[config.mk]
export PLATFORM = sky130hd
export DESIGN_NAME = pcr_bank
export DESIGN_NICKNAME = d
export VERILOG_FILES = /design/src/pcr_pkg.sv /design/src/pcr_bank.sv /design/src/pcr_decode.sv
export SDC_FILE = /design/constraint.sdc
export NUM_CORES = 1
export LEC_CHECK = 0
export BUFFER_PORTS_ARGS = -buffer_cell sky130_fd_sc_hd__buf_2
export CAP_MARGIN = 25
export CORE_ASPECT_RATIO = 1.2
export CORE_MARGIN = 2
export CORE_UTILIZATION = 57
export CTS_CLUSTER_DIAMETER = 40
export DETAILED_ROUTE_END_ITERATION = 10
export PLACE_DENSITY = 0.94
export SETUP_SLACK_MARGIN = 0.02
export SLEW_MARGIN = 0
export SYNTH_ARGS = -nofsm -noshare
export SYNTH_HDL_FRONTEND = slang
export SYNTH_SLANG_ARGS = --single-unit
[constraint.sdc]
create_clock -name clk -period 5 [get_ports clk]
set_input_delay 1 -clock clk [delete_from_list [all_inputs] [get_ports clk]]
set_output_delay 1 -clock clk [all_outputs]
set_load 0.1 [all_outputs]
[src/pcr_pkg.sv]
// Package: register map, field positions and shared types for the PnP config bank
package pcr_pkg;

   // Register indices (printed offsets; byte address is index * 4)
   localparam logic [7:0] IDX_READ_PORT = 8'h00;
   localparam logic [7:0] IDX_ISOLATION = 8'h01;
   localparam logic [7:0] IDX_CFG_CTRL = 8'h02;
   localparam logic [7:0] IDX_WAKE = 8'h03;
   localparam logic [7:0] IDX_RES_BYTE = 8'h04;
   localparam logic [7:0] IDX_RES_STAT = 8'h05;
   localparam logic [7:0] IDX_CSN = 8'h06;
   localparam logic [7:0] IDX_LDN = 8'h07;
   localparam logic [7:0] IDX_ACTIVATE = 8'h30;
   localparam logic [7:0] IDX_IO_RANGE_CHECK_ENABLE = 8'h31;
   localparam logic [7:0] IDX_ROM_HI = 8'h40;
   localparam logic [7:0] IDX_ROM_LO = 8'h41;
   localparam logic [7:0] IDX_ROM_WIDTH = 8'h42;
   localparam logic [7:0] IDX_ROM_SZ_HI = 8'h43;
   localparam logic [7:0] IDX_ROM_SZ_LO = 8'h44;
   localparam logic [7:0] IDX_SM_HI = 8'h48;
   localparam logic [7:0] IDX_SM_LO = 8'h49;
   localparam logic [7:0] IDX_SM_WIDTH = 8'h4a;
   localparam logic [7:0] IDX_SM_SZ_HI = 8'h4b;
   localparam logic [7:0] IDX_SM_SZ_LO = 8'h4c;
   localparam logic [7:0] IDX_IO_HI = 8'h60;
   localparam logic [7:0] IDX_IO_LO = 8'h61;
   localparam logic [7:0] IDX_IRQ_SEL = 8'h70;
   localparam logic [7:0] IDX_IRQ_SIG = 8'h71;
   localparam logic [7:0] IDX_DMA_SEL = 8'h74;
   localparam logic [7:0] IDX_VENDOR = 8'hf0;

   // Field positions
   localparam int CTL_CLR_CSN_BIT = 2;
   localparam int CTL_WAIT_KEY_BIT = 1;
   localparam int CTL_RST_ALL_BIT = 0;
   localparam int VND_LEGACY_BIT = 6;

   // Values after reset
   localparam logic [3:0] IRQ_SEL_RST = 4'h3;
   localparam logic [2:0] DMA_SEL_RST = 3'h4;
   localparam logic [7:0] BYTE_ZERO = 8'h00;

   // Key bytes, fixed address constants and AXI response codes
   localparam logic [7:0] KEY_STANDARD = 8'h6a;
   localparam logic [7:0] KEY_VENDOR = 8'h6b;
   localparam logic [1:0] IO_BASE_TOP = 2'h1;
   localparam logic [1:0] AXI_OKAY = 2'h0;
   localparam logic [1:0] AXI_SLVERR = 2'h2;

   typedef enum logic [1:0] {
      PCR_WAIT_KEY,
      PCR_SLEEP,
      PCR_ISOLATE,
      PCR_CONFIG
   } pcr_state_t;

   // Fields loaded from the EEPROM reader at power-up
   typedef struct packed {
      logic [3:0] io_base_match;
      logic [3:0] irq_sel;
      logic irq_type;
      logic [2:0] dma_sel;
      logic [3:0] rom_base_match;
      logic [7:0] vendor;
   } pcr_load_t;

   // Resource byte offered by the EEPROM reader
   typedef struct packed {
      logic valid;
      logic [7:0] data;
   } pcr_res_t;

endpackage

[src/pcr_bank.sv]
// Plug and Play configuration and command register bank with AXI4-Lite access
// Summary of operation
// Register read_port_address holds read data port address
// Register isolation_register serves card isolation
// Control bit 2 clears card select number
// Control bit 1 returns to wait-for-key
// Control bit 0 resets all logical devices
// Wake write matches card number to wake
// Register resource_byte returns next EEPROM resource byte
// Register resource_status bit 0 reports byte ready
// Register card_select_number holds assigned card number
// Register device_activate bit 0 activates device
// Register io_range_check bits 1:0 enable range check; the bits are only stored and read back, and no range check acts on them
// I/O field matches address bits 8..5
// Base, DMA, PROM fields load from EEPROM
// Interrupt code selects ISA line, 3 default
// No interrupt line driven before activate
// Type bit: one level, zero edge
// Polarity indicator reads inverse of type
// DMA code selects channel; 100 none
// No DMA request before activate
// PROM field matches address bits 16..13
// Legacy bit ignores standard key, accepts vendor
// Bad EEPROM still accepts vendor key
// Software prefers legacy bit in EEPROM
// Legacy off: standard key only if EEPROM good
// Constant bits read fixed, ignore writes
//
// Design decision made here: the AXI4-Lite register port.
module pcr_bank
   import pcr_pkg::*;
(
   input wire logic clk, // Core clock
   input wire logic rstn, // Async reset, active low
   input wire logic [9:0] s_axi_awaddr, // Write address
   input wire logic s_axi_awvalid, // Write address valid
   output logic s_axi_awready, // Write address ready
   input wire logic [31:0] s_axi_wdata, // Write data
   input wire logic [3:0] s_axi_wstrb, // Write strobes
   input wire logic s_axi_wvalid, // Write data valid
   output logic s_axi_wready, // Write data ready
   output logic [1:0] s_axi_bresp, // Write response
   output logic s_axi_bvalid, // Write response valid
   input wire logic s_axi_bready, // Write response ready
   input wire logic [9:0] s_axi_araddr, // Read address
   input wire logic s_axi_arvalid, // Read address valid
   output logic s_axi_arready, // Read address ready
   output logic [31:0] s_axi_rdata, // Read data
   output logic [1:0] s_axi_rresp, // Read response
   output logic s_axi_rvalid, // Read data valid
   input wire logic s_axi_rready, // Read data ready
   input wire logic [7:0] key_byte, // Key byte seen on address port
   input wire logic key_strobe, // One-cycle strobe with key_byte
   input wire logic isolation_bit, // Isolation bit from bus sampling
   input wire logic eeprom_done, // EEPROM load finished
   input wire logic eeprom_ok, // EEPROM checksum good
   input wire pcr_load_t eeprom_load, // Fields from EEPROM
   input wire pcr_res_t res_in, // Resource byte from EEPROM reader
   output logic res_take, // Resource byte consumed
   input wire logic [19:0] host_addr, // Host address pins
   input wire logic dev_irq, // Controller interrupt request
   input wire logic dev_drq, // Controller DMA request
   input wire logic bus_master, // Bus master mode strap
   output logic [7:0] irq_lines, // Lines 3,4,5,9,10,11,13,14
   output logic [3:0] drq_lines, // Channels 3,5,6,7
   output logic logical_reset, // Reset pulse to logical devices
   output logic io_hit, // I/O window hit
   output logic rom_hit, // PROM window hit
   output logic [1:0] cfg_state, // Configuration state
   output logic [7:0] vendor_opts // Vendor byte to the controller
);
   localparam logic [7:0] ISO_MASK = 8'h01;

   pcr_state_t state_q, state_d;
   logic [7:0] read_port_q, csn_q, ldn_q, vendor_q, iso_q;
   logic [3:0] io_base_q, irq_sel_q, rom_base_q;
   logic [2:0] dma_sel_q;
   logic irq_type_q, active_q, rom_wide_q, sm_wide_q;
   logic [1:0] io_range_check_enable_q;
   logic [4:0] sm_base_q;
   logic [3:0] rom_size_q, sm_size_q;
   logic aw_q, w_q;
   logic [7:0] aw_idx_q;
   logic [7:0] wd_q;
   logic loaded_q;
   logic [7:0] irq_q;
   logic [3:0] drq_q;
   logic rst_pulse_q, res_take_q;

   // ----------------------------------------
   // Write channel
   // ----------------------------------------
   wire logic aw_fire = s_axi_awvalid & s_axi_awready;
   wire logic w_fire = s_axi_wvalid & s_axi_wready;
   wire logic [7:0] aw_idx_now = aw_fire ? s_axi_awaddr[9:2] : aw_idx_q;
   wire logic [7:0] wd_now = w_fire ? s_axi_wdata[7:0] : wd_q;
   wire logic have_aw = aw_q | aw_fire;
   wire logic have_w = w_q | w_fire;
   wire logic wr_go = have_aw & have_w & ~s_axi_bvalid;
   logic wr_lane_q;
   wire logic wr_lane = w_fire ? s_axi_wstrb[0] : wr_lane_q; // Held while data waits for address
   wire logic wr_en = wr_go & wr_lane;
   wire logic in_config = (state_q == PCR_CONFIG);

   function automatic logic is_mapped(input logic [7:0] idx);
      is_mapped = (idx <= IDX_LDN) || (idx == IDX_ACTIVATE) || (idx == IDX_IO_RANGE_CHECK_ENABLE) ||
         (idx >= IDX_ROM_HI && idx <= IDX_ROM_SZ_LO) || (idx >= IDX_SM_HI && idx <= IDX_SM_SZ_LO) ||
         (idx == IDX_IO_HI) || (idx == IDX_IO_LO) || (idx == IDX_IRQ_SEL) ||
         (idx == IDX_IRQ_SIG) || (idx == IDX_DMA_SEL) || (idx == IDX_VENDOR);
   endfunction

   function automatic logic wr_hit(input logic en, input logic [7:0] idx, input logic [7:0] want);
      wr_hit = en && (idx == want);
   endfunction

   wire logic wr_ctl = wr_hit(wr_en, aw_idx_now, IDX_CFG_CTRL);
   wire logic do_clr_csn = wr_ctl & wd_now[CTL_CLR_CSN_BIT];
   wire logic do_wait_key = wr_ctl & wd_now[CTL_WAIT_KEY_BIT];
   wire logic do_rst_all = wr_ctl & wd_now[CTL_RST_ALL_BIT];
   wire logic wr_wake = wr_hit(wr_en, aw_idx_now, IDX_WAKE);
   wire logic wake_match = wr_wake && (wd_now == csn_q);
   wire logic cfg_wr = in_config & wr_en; // Resource fields writable in config only

   always_ff @(posedge clk or negedge rstn) begin
      if (!rstn) begin
         aw_q <= 1'b0;
         w_q <= 1'b0;
         aw_idx_q <= BYTE_ZERO;
         wd_q <= BYTE_ZERO;
         wr_lane_q <= 1'b0;
         s_axi_bvalid <= 1'b0;
         s_axi_bresp <= AXI_OKAY;
      end else begin
         aw_q <= have_aw & ~wr_go;
         w_q <= have_w & ~wr_go;
         aw_idx_q <= aw_idx_now;
         wd_q <= wd_now;
         wr_lane_q <= wr_lane;
         if (wr_go) begin
            s_axi_bvalid <= 1'b1;
            s_axi_bresp <= is_mapped(aw_idx_now) ? AXI_OKAY : AXI_SLVERR;
         end else if (s_axi_bready) begin
            s_axi_bvalid <= 1'b0;
         end
      end
   end

   assign s_axi_awready = ~aw_q & ~s_axi_bvalid;
   assign s_axi_wready = ~w_q & ~s_axi_bvalid;

   // ----------------------------------------
   // Key and wake state machine
   // ----------------------------------------
   // Standard key only after a good EEPROM and with legacy off; vendor key always
   wire logic std_key_ok = ~vendor_q[VND_LEGACY_BIT] & eeprom_ok & loaded_q;
   wire logic key_hit = key_strobe &&
      ((key_byte == KEY_VENDOR) || (std_key_ok && key_byte == KEY_STANDARD));

   always_comb begin
      state_d = state_q;
      case (state_q)
         PCR_WAIT_KEY: begin
            if (key_hit) begin
               state_d = PCR_SLEEP;
            end
         end
         PCR_SLEEP: begin
            if (wake_match) begin
               state_d = (csn_q == BYTE_ZERO) ? PCR_ISOLATE : PCR_CONFIG;
            end
         end
         PCR_ISOLATE, PCR_CONFIG: begin
            if (wr_wake && !wake_match) begin
               state_d = PCR_SLEEP;
            end
         end
         default: state_d = PCR_WAIT_KEY;
      endcase
      if (wr_hit(wr_en, aw_idx_now, IDX_CSN) && state_q == PCR_ISOLATE) begin
         state_d = PCR_CONFIG;
      end
      if (do_wait_key) begin
         state_d = PCR_WAIT_KEY;
      end
   end

   // ----------------------------------------
   // Registers
   // ----------------------------------------
   always_ff @(posedge clk or negedge rstn) begin
      if (!rstn) begin
         state_q <= PCR_WAIT_KEY;
         read_port_q <= BYTE_ZERO;
         csn_q <= BYTE_ZERO;
         ldn_q <= BYTE_ZERO;
         iso_q <= BYTE_ZERO;
         active_q <= 1'b0;
         io_range_check_enable_q <= 2'h0;
         loaded_q <= 1'b0;
      end else begin
         state_q <= state_d;
         if (eeprom_done) begin
            loaded_q <= 1'b1;
         end
         if (wr_hit(wr_en, aw_idx_now, IDX_READ_PORT)) begin
            read_port_q <= wd_now;
         end
         if (state_q == PCR_ISOLATE) begin
            iso_q <= {7'h00, isolation_bit};
         end
         if (do_clr_csn) begin
            csn_q <= BYTE_ZERO;
         end else if (wr_hit(wr_en, aw_idx_now, IDX_CSN)) begin
            csn_q <= wd_now;
         end
         if (wr_hit(cfg_wr, aw_idx_now, IDX_LDN)) begin
            ldn_q <= wd_now;
         end
         if (do_rst_all) begin
            active_q <= 1'b0;
            io_range_check_enable_q <= 2'h0;
         end else begin
            if (wr_hit(cfg_wr, aw_idx_now, IDX_ACTIVATE)) begin
               active_q <= wd_now[0];
            end
            if (wr_hit(cfg_wr, aw_idx_now, IDX_IO_RANGE_CHECK_ENABLE)) begin
               io_range_check_enable_q <= wd_now[1:0];
            end
         end
      end
   end

   // Resource fields: EEPROM load wins over a write in the same cycle
   always_ff @(posedge clk or negedge rstn) begin
      if (!rstn) begin
         io_base_q <= 4'h0;
         irq_sel_q <= IRQ_SEL_RST;
         irq_type_q <= 1'b0;
         dma_sel_q <= DMA_SEL_RST;
         rom_base_q <= 4'h0;
         rom_wide_q <= 1'b0;
         rom_size_q <= 4'h0;
         sm_base_q <= 5'h00;
         sm_wide_q <= 1'b0;
         sm_size_q <= 4'h0;
         vendor_q <= BYTE_ZERO;
      end else if (eeprom_done && eeprom_ok) begin
         io_base_q <= eeprom_load.io_base_match;
         irq_sel_q <= eeprom_load.irq_sel;
         irq_type_q <= eeprom_load.irq_type;
         dma_sel_q <= eeprom_load.dma_sel;
         rom_base_q <= eeprom_load.rom_base_match;
         vendor_q <= eeprom_load.vendor & 8'h7f;
      end else if (cfg_wr) begin
         if (aw_idx_now == IDX_IO_HI) begin
            io_base_q[3] <= wd_now[0];
         end else if (aw_idx_now == IDX_IO_LO) begin
            io_base_q[2:0] <= wd_now[7:5];
         end else if (aw_idx_now == IDX_IRQ_SEL) begin
            irq_sel_q <= wd_now[3:0];
         end else if (aw_idx_now == IDX_IRQ_SIG) begin
            irq_type_q <= wd_now[0];
         end else if (aw_idx_now == IDX_DMA_SEL) begin
            dma_sel_q <= wd_now[2:0];
         end else if (aw_idx_now == IDX_ROM_HI) begin
            rom_base_q[3] <= wd_now[0];
         end else if (aw_idx_now == IDX_ROM_LO) begin
            rom_base_q[2:0] <= wd_now[7:5];
         end else if (aw_idx_now == IDX_ROM_WIDTH) begin
            rom_wide_q <= wd_now[1];
         end else if (aw_idx_now == IDX_ROM_SZ_HI) begin
            rom_size_q[3] <= wd_now[0];
         end else if (aw_idx_now == IDX_ROM_SZ_LO) begin
            rom_size_q[2:0] <= wd_now[7:5];
         end else if (aw_idx_now == IDX_SM_HI) begin
            sm_base_q[4:3] <= wd_now[1:0];
         end else if (aw_idx_now == IDX_SM_LO) begin
            sm_base_q[2:0] <= wd_now[7:5];
         end else if (aw_idx_now == IDX_SM_WIDTH) begin
            sm_wide_q <= wd_now[1];
         end else if (aw_idx_now == IDX_SM_SZ_HI) begin
            sm_size_q[3] <= wd_now[0];
         end else if (aw_idx_now == IDX_SM_SZ_LO) begin
            sm_size_q[2:0] <= wd_now[7:5];
         end else if (aw_idx_now == IDX_VENDOR) begin
            vendor_q <= wd_now & 8'h7f;
         end
      end
   end

   // ----------------------------------------
   // Read channel
   // ----------------------------------------
   wire logic ar_fire = s_axi_arvalid & s_axi_arready;
   wire logic [7:0] ar_idx = s_axi_araddr[9:2];
   logic [7:0] rd_byte;

   always_comb begin
      if (ar_idx == IDX_ISOLATION) begin
         rd_byte = iso_q & ISO_MASK;
      end else if (ar_idx == IDX_RES_BYTE) begin
         rd_byte = res_in.data;
      end else if (ar_idx == IDX_RES_STAT) begin
         rd_byte = {7'h00, res_in.valid};
      end else if (ar_idx == IDX_CSN) begin
         rd_byte = csn_q;
      end else if (ar_idx == IDX_LDN) begin
         rd_byte = ldn_q;
      end else if (ar_idx == IDX_ACTIVATE) begin
         rd_byte = {7'h00, active_q};
      end else if (ar_idx == IDX_IO_RANGE_CHECK_ENABLE) begin
         rd_byte = {6'h00, io_range_check_enable_q};
      end else if (ar_idx == IDX_ROM_HI) begin
         rd_byte = {7'h06, rom_base_q[3]};
      end else if (ar_idx == IDX_ROM_LO) begin
         rd_byte = {rom_base_q[2:0], 5'h00};
      end else if (ar_idx == IDX_ROM_WIDTH) begin
         rd_byte = {6'h00, rom_wide_q, 1'b0};
      end else if (ar_idx == IDX_ROM_SZ_HI) begin
         rd_byte = {7'h7f, rom_size_q[3]};
      end else if (ar_idx == IDX_ROM_SZ_LO) begin
         rd_byte = {rom_size_q[2:0], 5'h00};
      end else if (ar_idx == IDX_SM_HI) begin
         rd_byte = {6'h03, sm_base_q[4:3]};
      end else if (ar_idx == IDX_SM_LO) begin
         rd_byte = {sm_base_q[2:0], 5'h00};
      end else if (ar_idx == IDX_SM_WIDTH) begin
         rd_byte = {6'h00, sm_wide_q, 1'b0};
      end else if (ar_idx == IDX_SM_SZ_HI) begin
         rd_byte = {7'h7f, sm_size_q[3]};
      end else if (ar_idx == IDX_SM_SZ_LO) begin
         rd_byte = {sm_size_q[2:0], 5'h00};
      end else if (ar_idx == IDX_IO_HI) begin
         rd_byte = {7'h01, io_base_q[3]};
      end else if (ar_idx == IDX_IO_LO) begin
         rd_byte = {io_base_q[2:0], 5'h00};
      end else if (ar_idx == IDX_IRQ_SEL) begin
         rd_byte = {4'h0, irq_sel_q};
      end else if (ar_idx == IDX_IRQ_SIG) begin
         rd_byte = {6'h00, ~irq_type_q, irq_type_q};
      end else if (ar_idx == IDX_DMA_SEL) begin
         rd_byte = {5'h00, dma_sel_q};
      end else if (ar_idx == IDX_VENDOR) begin
         rd_byte = vendor_q;
      end else begin
         rd_byte = BYTE_ZERO; // Write-only and unmapped read as zero
      end
   end

   always_ff @(posedge clk or negedge rstn) begin
      if (!rstn) begin
         s_axi_rvalid <= 1'b0;
         s_axi_rdata <= 32'h0000_0000;
         s_axi_rresp <= AXI_OKAY;
         res_take_q <= 1'b0;
      end else begin
         res_take_q <= ar_fire && ar_idx == IDX_RES_BYTE && res_in.valid;
         if (ar_fire) begin
            s_axi_rvalid <= 1'b1;
            s_axi_rdata <= {24'h000000, rd_byte};
            s_axi_rresp <= is_mapped(ar_idx) ? AXI_OKAY : AXI_SLVERR;
         end else if (s_axi_rready) begin
            s_axi_rvalid <= 1'b0;
         end
      end
   end

   assign s_axi_arready = ~s_axi_rvalid;

   // ----------------------------------------
   // Interrupt and DMA routing
   // ----------------------------------------
   // Edge type drives high; level type drives low while asserted
   wire logic interrupt_polarity_indicator = dev_irq ^ irq_type_q;
   logic [7:0] irq_d;
   logic [3:0] drq_d;

   always_comb begin
      irq_d = 8'h00;
      case (irq_sel_q)
         4'h3: irq_d[0] = 1'b1;
         4'h4: irq_d[1] = 1'b1;
         4'h5: irq_d[2] = 1'b1;
         4'h9: irq_d[3] = 1'b1;
         4'ha: irq_d[4] = 1'b1;
         4'hb: irq_d[5] = 1'b1;
         4'hd: irq_d[6] = 1'b1;
         4'he: irq_d[7] = 1'b1;
         default: irq_d = 8'h00;
      endcase
      drq_d = 4'h0;
      case (dma_sel_q)
         3'h3: drq_d[0] = 1'b1;
         3'h5: drq_d[1] = 1'b1;
         3'h6: drq_d[2] = 1'b1;
         3'h7: drq_d[3] = 1'b1;
         default: drq_d = 4'h0;
      endcase
   end

   always_ff @(posedge clk or negedge rstn) begin
      if (!rstn) begin
         irq_q <= 8'h00;
         drq_q <= 4'h0;
         rst_pulse_q <= 1'b0;
      end else begin
         irq_q <= active_q ? (irq_d & {8{interrupt_polarity_indicator}}) : 8'h00;
         drq_q <= (active_q && bus_master) ? (drq_d & {4{dev_drq}}) : 4'h0;
         rst_pulse_q <= do_rst_all;
      end
   end

   pcr_decode u_decode (
      .clk(clk),
      .rstn(rstn),
      .host_addr_raw(host_addr),
      .io_base_match(io_base_q),
      .rom_base_match(rom_base_q),
      .active(active_q),
      .io_hit(io_hit),
      .rom_hit(rom_hit)
   );

   assign irq_lines = irq_q;
   assign drq_lines = drq_q;
   assign logical_reset = rst_pulse_q;
   assign res_take = res_take_q;
   assign cfg_state = state_q;
   assign vendor_opts = vendor_q;
endmodule

[src/pcr_decode.sv]
// Host address matching against the I/O and boot PROM base fields
module pcr_decode
   import pcr_pkg::*;
(
   input wire logic clk, // Core clock
   input wire logic rstn, // Async reset, active low
   input wire logic [19:0] host_addr_raw, // Host address pins, asynchronous
   input wire logic [3:0] io_base_match, // I/O base field
   input wire logic [3:0] rom_base_match, // Boot PROM base field
   input wire logic active, // Device activated
   output logic io_hit, // Host address in I/O window
   output logic rom_hit // Host address in PROM window
);
   logic [19:0] meta_q;
   logic [19:0] sync_q;
   wire logic io_cmp;
   wire logic rom_cmp;

   always_ff @(posedge clk or negedge rstn) begin
      if (!rstn) begin
         meta_q <= '0;
         sync_q <= '0;
      end else begin
         meta_q <= host_addr_raw;
         sync_q <= meta_q;
      end
   end

   // Base 0x200 + 0x20 * field: bit 9 set, bits 8..5 equal field
   assign io_cmp = (sync_q[9:8] == {IO_BASE_TOP[0], io_base_match[3]}) &&
      (sync_q[7:5] == io_base_match[2:0]);
   assign rom_cmp = (sync_q[16:13] == rom_base_match);

   always_ff @(posedge clk or negedge rstn) begin
      if (!rstn) begin
         io_hit <= 1'b0;
         rom_hit <= 1'b0;
      end else begin
         io_hit <= io_cmp & active;
         rom_hit <= rom_cmp & active;
      end
   end
endmodule

Yosys cells after proc, flatten, opt, wreduce, memory -nomap -nowiden
Index checks and enable logic that the tools add are counted.

Register bits after elaboration: 145. Input bits: 131. Output and inout bits: 67. Logic and storage cells: 366.

Order comparisons: 10. Eq/ne operators: 84. Multiplexer cells: 110. Bitwise gates (word level): 45. Reductions and logical operators: 76.

Operators by type and width (number): $mux W8 (46); $eq A8 B7 Y1 const B (32); $mux W4 (15); $eq A8 B3 Y1 const B (6); $reduce_and A17 Y1 (2); $mux W3 (11); $eq A8 B6 Y1 const B (4); $ge A8 B7 Y1 const B (4); $le A8 B7 Y1 const B (4); $ne A2 B2 Y1 const B (15); $mux W1 (28); $reduce_bool A2 Y1 (14); $not A1 Y1 (22); $logic_or A1 B1 Y1 (21); $eq A4 B4 Y1 const B (5); $logic_and A1 B1 Y1 (20); $and A1 B1 Y1 (18); $mux W2 (9); $eq A8 B2 Y1 const B (2); $eq A8 B8 Y1 const B (2); $le A8 B3 Y1 const B (2); $reduce_and A16 Y1 (1); $reduce_and A15 Y1 (1); $reduce_and A14 Y1 (1); 32 further kinds (40).

Depth between registers and ports, before layout
Depth in word-level cells: 24. Mapped depth: 10. Mapped depth without buffers: 7.

Hierarchy
Synthesis repeated with hierarchy kept, for this count alone.

Cell total of the unflattened synthesis: 676. Area, all modules: 6834.1 um^2.

Modules (own cells, without submodules): pcr_bank (times used 1, cells an instance 639, area each 6216.0 um^2, seq. area each 2656.3 um^2); pcr_decode (times used 1, cells an instance 37, area each 618.1 um^2, seq. area each 500.5 um^2).

Worst setup path after synthesis
Ideal clock, no wire load.

Path kind: flip-flop to output port. Start: reg s_axi_bvalid. End: out s_axi_awready. Arrival time: 2.284 ns. Data required time: 4.000 ns. Setup slack: 1.716 ns. Cell stages (with the launch flop): 3. Path buffers: 1. Cell sequence: dfrtp_1 buf_6 nor2_1.

Longest elaborated chain between the ends: 2.

Ends and longest elaborated chain: start: declaration (line pcr_bank.sv:43) `output logic s_axi_bvalid,`; start signal: assignment (line pcr_bank.sv:131) `s_axi_bvalid <= 1'b0;`; start signal: assignment (line pcr_bank.sv:140) `s_axi_bvalid <= 1'b1;`; start signal: assignment (line pcr_bank.sv:143) `s_axi_bvalid <= 1'b0;`; $not A1 Y1 (line pcr_bank.sv:148) `assign s_axi_awready = ~aw_q & ~s_axi_bvalid;`; $and A1 B1 Y1 (line pcr_bank.sv:148); end: declaration (line pcr_bank.sv:37) `output logic s_axi_awready,`.

Every way passes these cells.

Final worst setup path
Start: in s_axi_awvalid. End: reg csn_q[1].

Longest elaborated chain between the ends: 8. Elaborated cells on any way between the ends: 13. Those cells by class: eq/ne: 2; mux: 2; bitwise: 6; reduce/logical: 3.

Ends and longest elaborated chain: start: declaration (line pcr_bank.sv:36) `input wire logic s_axi_awvalid,`; $and A1 B1 Y1 (*) (line pcr_bank.sv:93) `wire logic aw_fire = s_axi_awvalid & s_axi_awready;`; $or A1 B1 Y1 (line pcr_bank.sv:97) `wire logic have_aw = aw_q | aw_fire;`; $and A1 B1 Y1 (2 in a row) (line pcr_bank.sv:99) `wire logic wr_go = have_aw & have_w & ~s_axi_bvalid;`; $and A1 B1 Y1 (line pcr_bank.sv:102) `wire logic wr_en = wr_go & wr_lane;`; $logic_and A1 B1 Y1 (line pcr_bank.sv:113) `wr_hit = en && (idx == want);`; $and A1 B1 Y1 (line pcr_bank.sv:117) `wire logic do_clr_csn = wr_ctl & wd_now[CTL_CLR_CSN_BIT];`; $mux W8 or $reduce_bool A2 Y1 (tied branches); end signal: assignment (line pcr_bank.sv:214) `csn_q <= wd_now;`; end: declaration (line pcr_bank.sv:75) `logic [7:0] read_port_q, csn_q, ldn_q, vendor_q, iso_q;`.

Mark *: on every way between the ends. The rest lies on a longest branch, timed or not. A chain may end at the register's enable or synchronous reset.

==> results.sh <==
export IMPL_synth_most_common_cell="dfrtp_1"
export IMPL_internal_power_mw=2.27
export IMPL_hp_class="reg2reg"
export IMPL_numCtsBuffers=17
export IMPL_pwr_share_seq=0.358
export IMPL_min_from="u_decode.meta_q[9]$_DFF_PN0_"
export IMPL_p_sw_frac=0.399
export IMPL_path_clk_slew_ns=0.05
export IMPL_cts_tree="built"
export IMPL_rows=44
export IMPL_post_route_period_util=0.702
export IMPL_whs_path_depth=0
export IMPL_yosysTopAreaCell="dfrtp_1"
export IMPL_dr_total_vias=6363
export IMPL_finalCriticalPeriod_ns=3.51
export IMPL_cp_start_kind="input port"
export IMPL_min_to="u_decode.sync_q[9]$_DFF_PN0_"
export IMPL_synth_cell_types=82
export IMPL_seq_area_um2=3160
export IMPL_cts_root_buf="clkbuf_16"
export IMPL_grt_pass1_vias=5950
export IMPL_required_ns=5.29
export IMPL_skew_ns=0.00730
export IMPL_drtAntennaViolNets=0
export IMPL_routabilityCongestion=0.977
export IMPL_synth_edff_count=0
export IMPL_synthTopCellsByArea="dfrtp_1, mux2_2, mux2i_1"
export IMPL_cts_sink_count=126
export IMPL_synth_ff_type="dfrtp_1"
export IMPL_fmax_mhz=285
export IMPL_antenna_found_initial=0
export IMPL_status="finished clean"
export IMPL_multiInputGateArea_um2=3560
export IMPL_syn_to_final_growth_pct=16.6
export IMPL_async_flop_share=1.00
export IMPL_core_area_um2=12100
export IMPL_dieArea_um2=13300
export IMPL_initial_core_util=0.584
export IMPL_p_sw_mw=1.51
export IMPL_vias_per_cell=6.21
export IMPL_reg2reg_slack_ns=1.66
export IMPL_fp_dieW_um=106
export IMPL_grt_max_degree=54
export IMPL_drtPass1Iterations=6
export IMPL_drc=0
export IMPL_peakVddDrop_mv=0.267
export IMPL_postCtsHoldBufs=0
export IMPL_syn_area_um2=7070
export IMPL_antenna_cells=0
export IMPL_final_max_slew_viol_count=0
export IMPL_grt_overflow=0
export IMPL_clkLatencyLatePin_ns=0.42
export IMPL_maxCapViolCount=0
export IMPL_finalSetupTns_ns=0
export IMPL_htree_num_levels=4
export IMPL_p_leak_nw=3.82
export IMPL_rr_endpoint="csn_q[1]$_DFFE_PN0P_"
export IMPL_final_nets=983
export IMPL_synthCells=742
export IMPL_combPwrFrac=0.327
export IMPL_yosys_warnings=0
export IMPL_max_slew_worst_pin_slew_ns=1.05
export IMPL_numPortBuffers=127
export IMPL_routedWlPerCell_um=19.4
export IMPL_post_cts_resized=0
export IMPL_drtIter0Drc=807
export IMPL_path_max_fanout=22
export IMPL_synth_top_area_frac=0.435
export IMPL_gr_usage_all_layers=0.299
export IMPL_postSynthAreaPerCell_um2=9.53
export IMPL_relSlewSlack=0.295
export IMPL_reg2reg_depth=6
export IMPL_timing_rr_start="s_axi_bvalid$_DFFE_PN0P_"
export IMPL_io_pin_count=198
export IMPL_synth_common_cells="dfrtp_1, nand2_1, o21ai_0"
export IMPL_critPathKind="in2reg"
export IMPL_ys_ff_latch=126
export IMPL_wirelength_um=19900
export IMPL_rsz0062_at_grt="no"
export IMPL_fillCellCount=959
export IMPL_drive_gt1_frac=0.255
export IMPL_die_y_um=126
export IMPL_clockPowerShare=0.315
export IMPL_setup_viol=0
export IMPL_hold_violations=0
export IMPL_cts_setup_buffers=0
export IMPL_ys_seq_area_frac=0.446
export IMPL_power_mw=3.78
export IMPL_cts_buffer_depth=2
export IMPL_cp_end_kind="flop"
export IMPL_p_per_area_nw_per_um2=458
export IMPL_dp_final_hpwl_um=14000
export IMPL_crit_arrival_ns=3.80
export IMPL_grt_pass1_wl_um=30700
[worst max-delay path, stage by stage]
cell and delay, ns:
buf_2 0.11, or3b_1 0.78, mux2i_2 0.43, o211ai_2 0.22, nor2b_1 0.76, mux2i_1 0.39, nor2_1 0.09
[placed cells by master (no fill, tap or decap), types with 6 or more instances in the layout]
master     count
nor3_1        13
nand3_1       21
nor4_1        11
a21oi_1       22
inv_1         20
o22ai_1        6
dfrtp_1      123
o21ai_0       55
clkbuf_8       6
nand2_1       88
o211ai_1       6
mux2_2        33
clkbuf_16     17
conb_1        27
nand4b_1       7
nand2b_1      22
nor2b_1        8
nor2_1        46
nand4_1       12
buf_2        126
a22oi_1        8
a31oi_1        6
mux2i_1       33
and3_1         6
buf_4          6
and2_1        12
[stage by stage]
| stage | cells | cell area, um^2 | util | setup slack [ns] | hold slack, ns |
|---|---|---|---|---|---|
| after detailed placement | 994 | 7670 | 0.634 | 1.27 | 0.335 |
| after floorplan | 768 | 7170 | - | 1.72 | 0.331 |
| final | 1025 | 8250 | 0.681 | 1.49 | 0.347 |
| after CTS | 1025 | 8250 | 0.681 | 1.55 | 0.348 |
| after global placement | 994 | 7670 | 0.634 | 1.32 | 0.332 |
| after global routing | 1025 | 8250 | 0.681 | 1.40 | 0.354 |
[flip-flops by register name, summed over array words and instances, names as in the netlist, 2 cells and up]
register and cells:
u_decode.meta_q 9, u_decode.sync_q 9, aw_idx_q 8, csn_q 8
irq_lines 8, ldn_q 8, s_axi_rdata 8, wd_q 8
vendor_opts 7, sm_base_q 5, drq_lines 4, io_base_q 4
irq_sel_q 4, rom_base_q 4, rom_size_q 4, sm_size_q 4
dma_sel_q 3, cfg_state 2, io_range_check_enable_q 2
[cell families after synthesis]
logic type	count (synthesis)	synth area share
buffers and inverters	87	0.0642
other	1	0.000530
AND/OR/NAND/NOR	284	0.214
XOR/XNOR	9	0.0111
flip-flops	126	0.446
AO/OA/AOI/OAI	164	0.153
multiplexers	71	0.111
[worst max-delay path by stage]
stage,from,endpoint,slack [ns]
6_report,s_axi_awvalid,csn_q[1]$_DFFE_PN0P_,1.49
5_1_grt,s_axi_awvalid,csn_q[1]$_DFFE_PN0P_,1.40
4_1_cts,s_axi_awvalid,csn_q[1]$_DFFE_PN0P_,1.55
3_5_place_dp,s_axi_awvalid,vendor_opts[0]$_DFFE_PN0P_,1.27
3_3_place_gp,s_axi_awvalid,vendor_opts[6]$_DFFE_PN0P_,1.32
2_1_floorplan,s_axi_bvalid$_DFFE_PN0P_,s_axi_awready,1.72
[metal layers]
metal | share of wire | global-route usage
met2 | 0.47 | 0.473
met4 | 0.049 | 0.149
met1 | 0.38 | 0.380
met5 | 0 | 0
met3 | 0.10 | 0.0813
[power by group through the flow]
stage / registers (mW) / logic, mW / clock network [mW]
6_report: 1.35 / 1.24 / 1.19
4_1_cts: 1.35 / 1.22 / 1.20
3_3_place_gp: 1.35 / 1.18 / 0
2_1_floorplan: 1.48 / 0.797 / 0
5_1_grt: 1.37 / 1.31 / 1.24
3_5_place_dp: 1.36 / 1.21 / 0
[area by class of cell]
type | count | area share
clock inverter | 5 | 0.00698
clock buffer | 26 | 0.0629
timing repair buffer | 132 | 0.0819
tap | 161 | 0.0244
multi-input combinational | 555 | 0.432
sequential | 126 | 0.383
inverter | 20 | 0.00910
(Power assumes the default switching activity.)
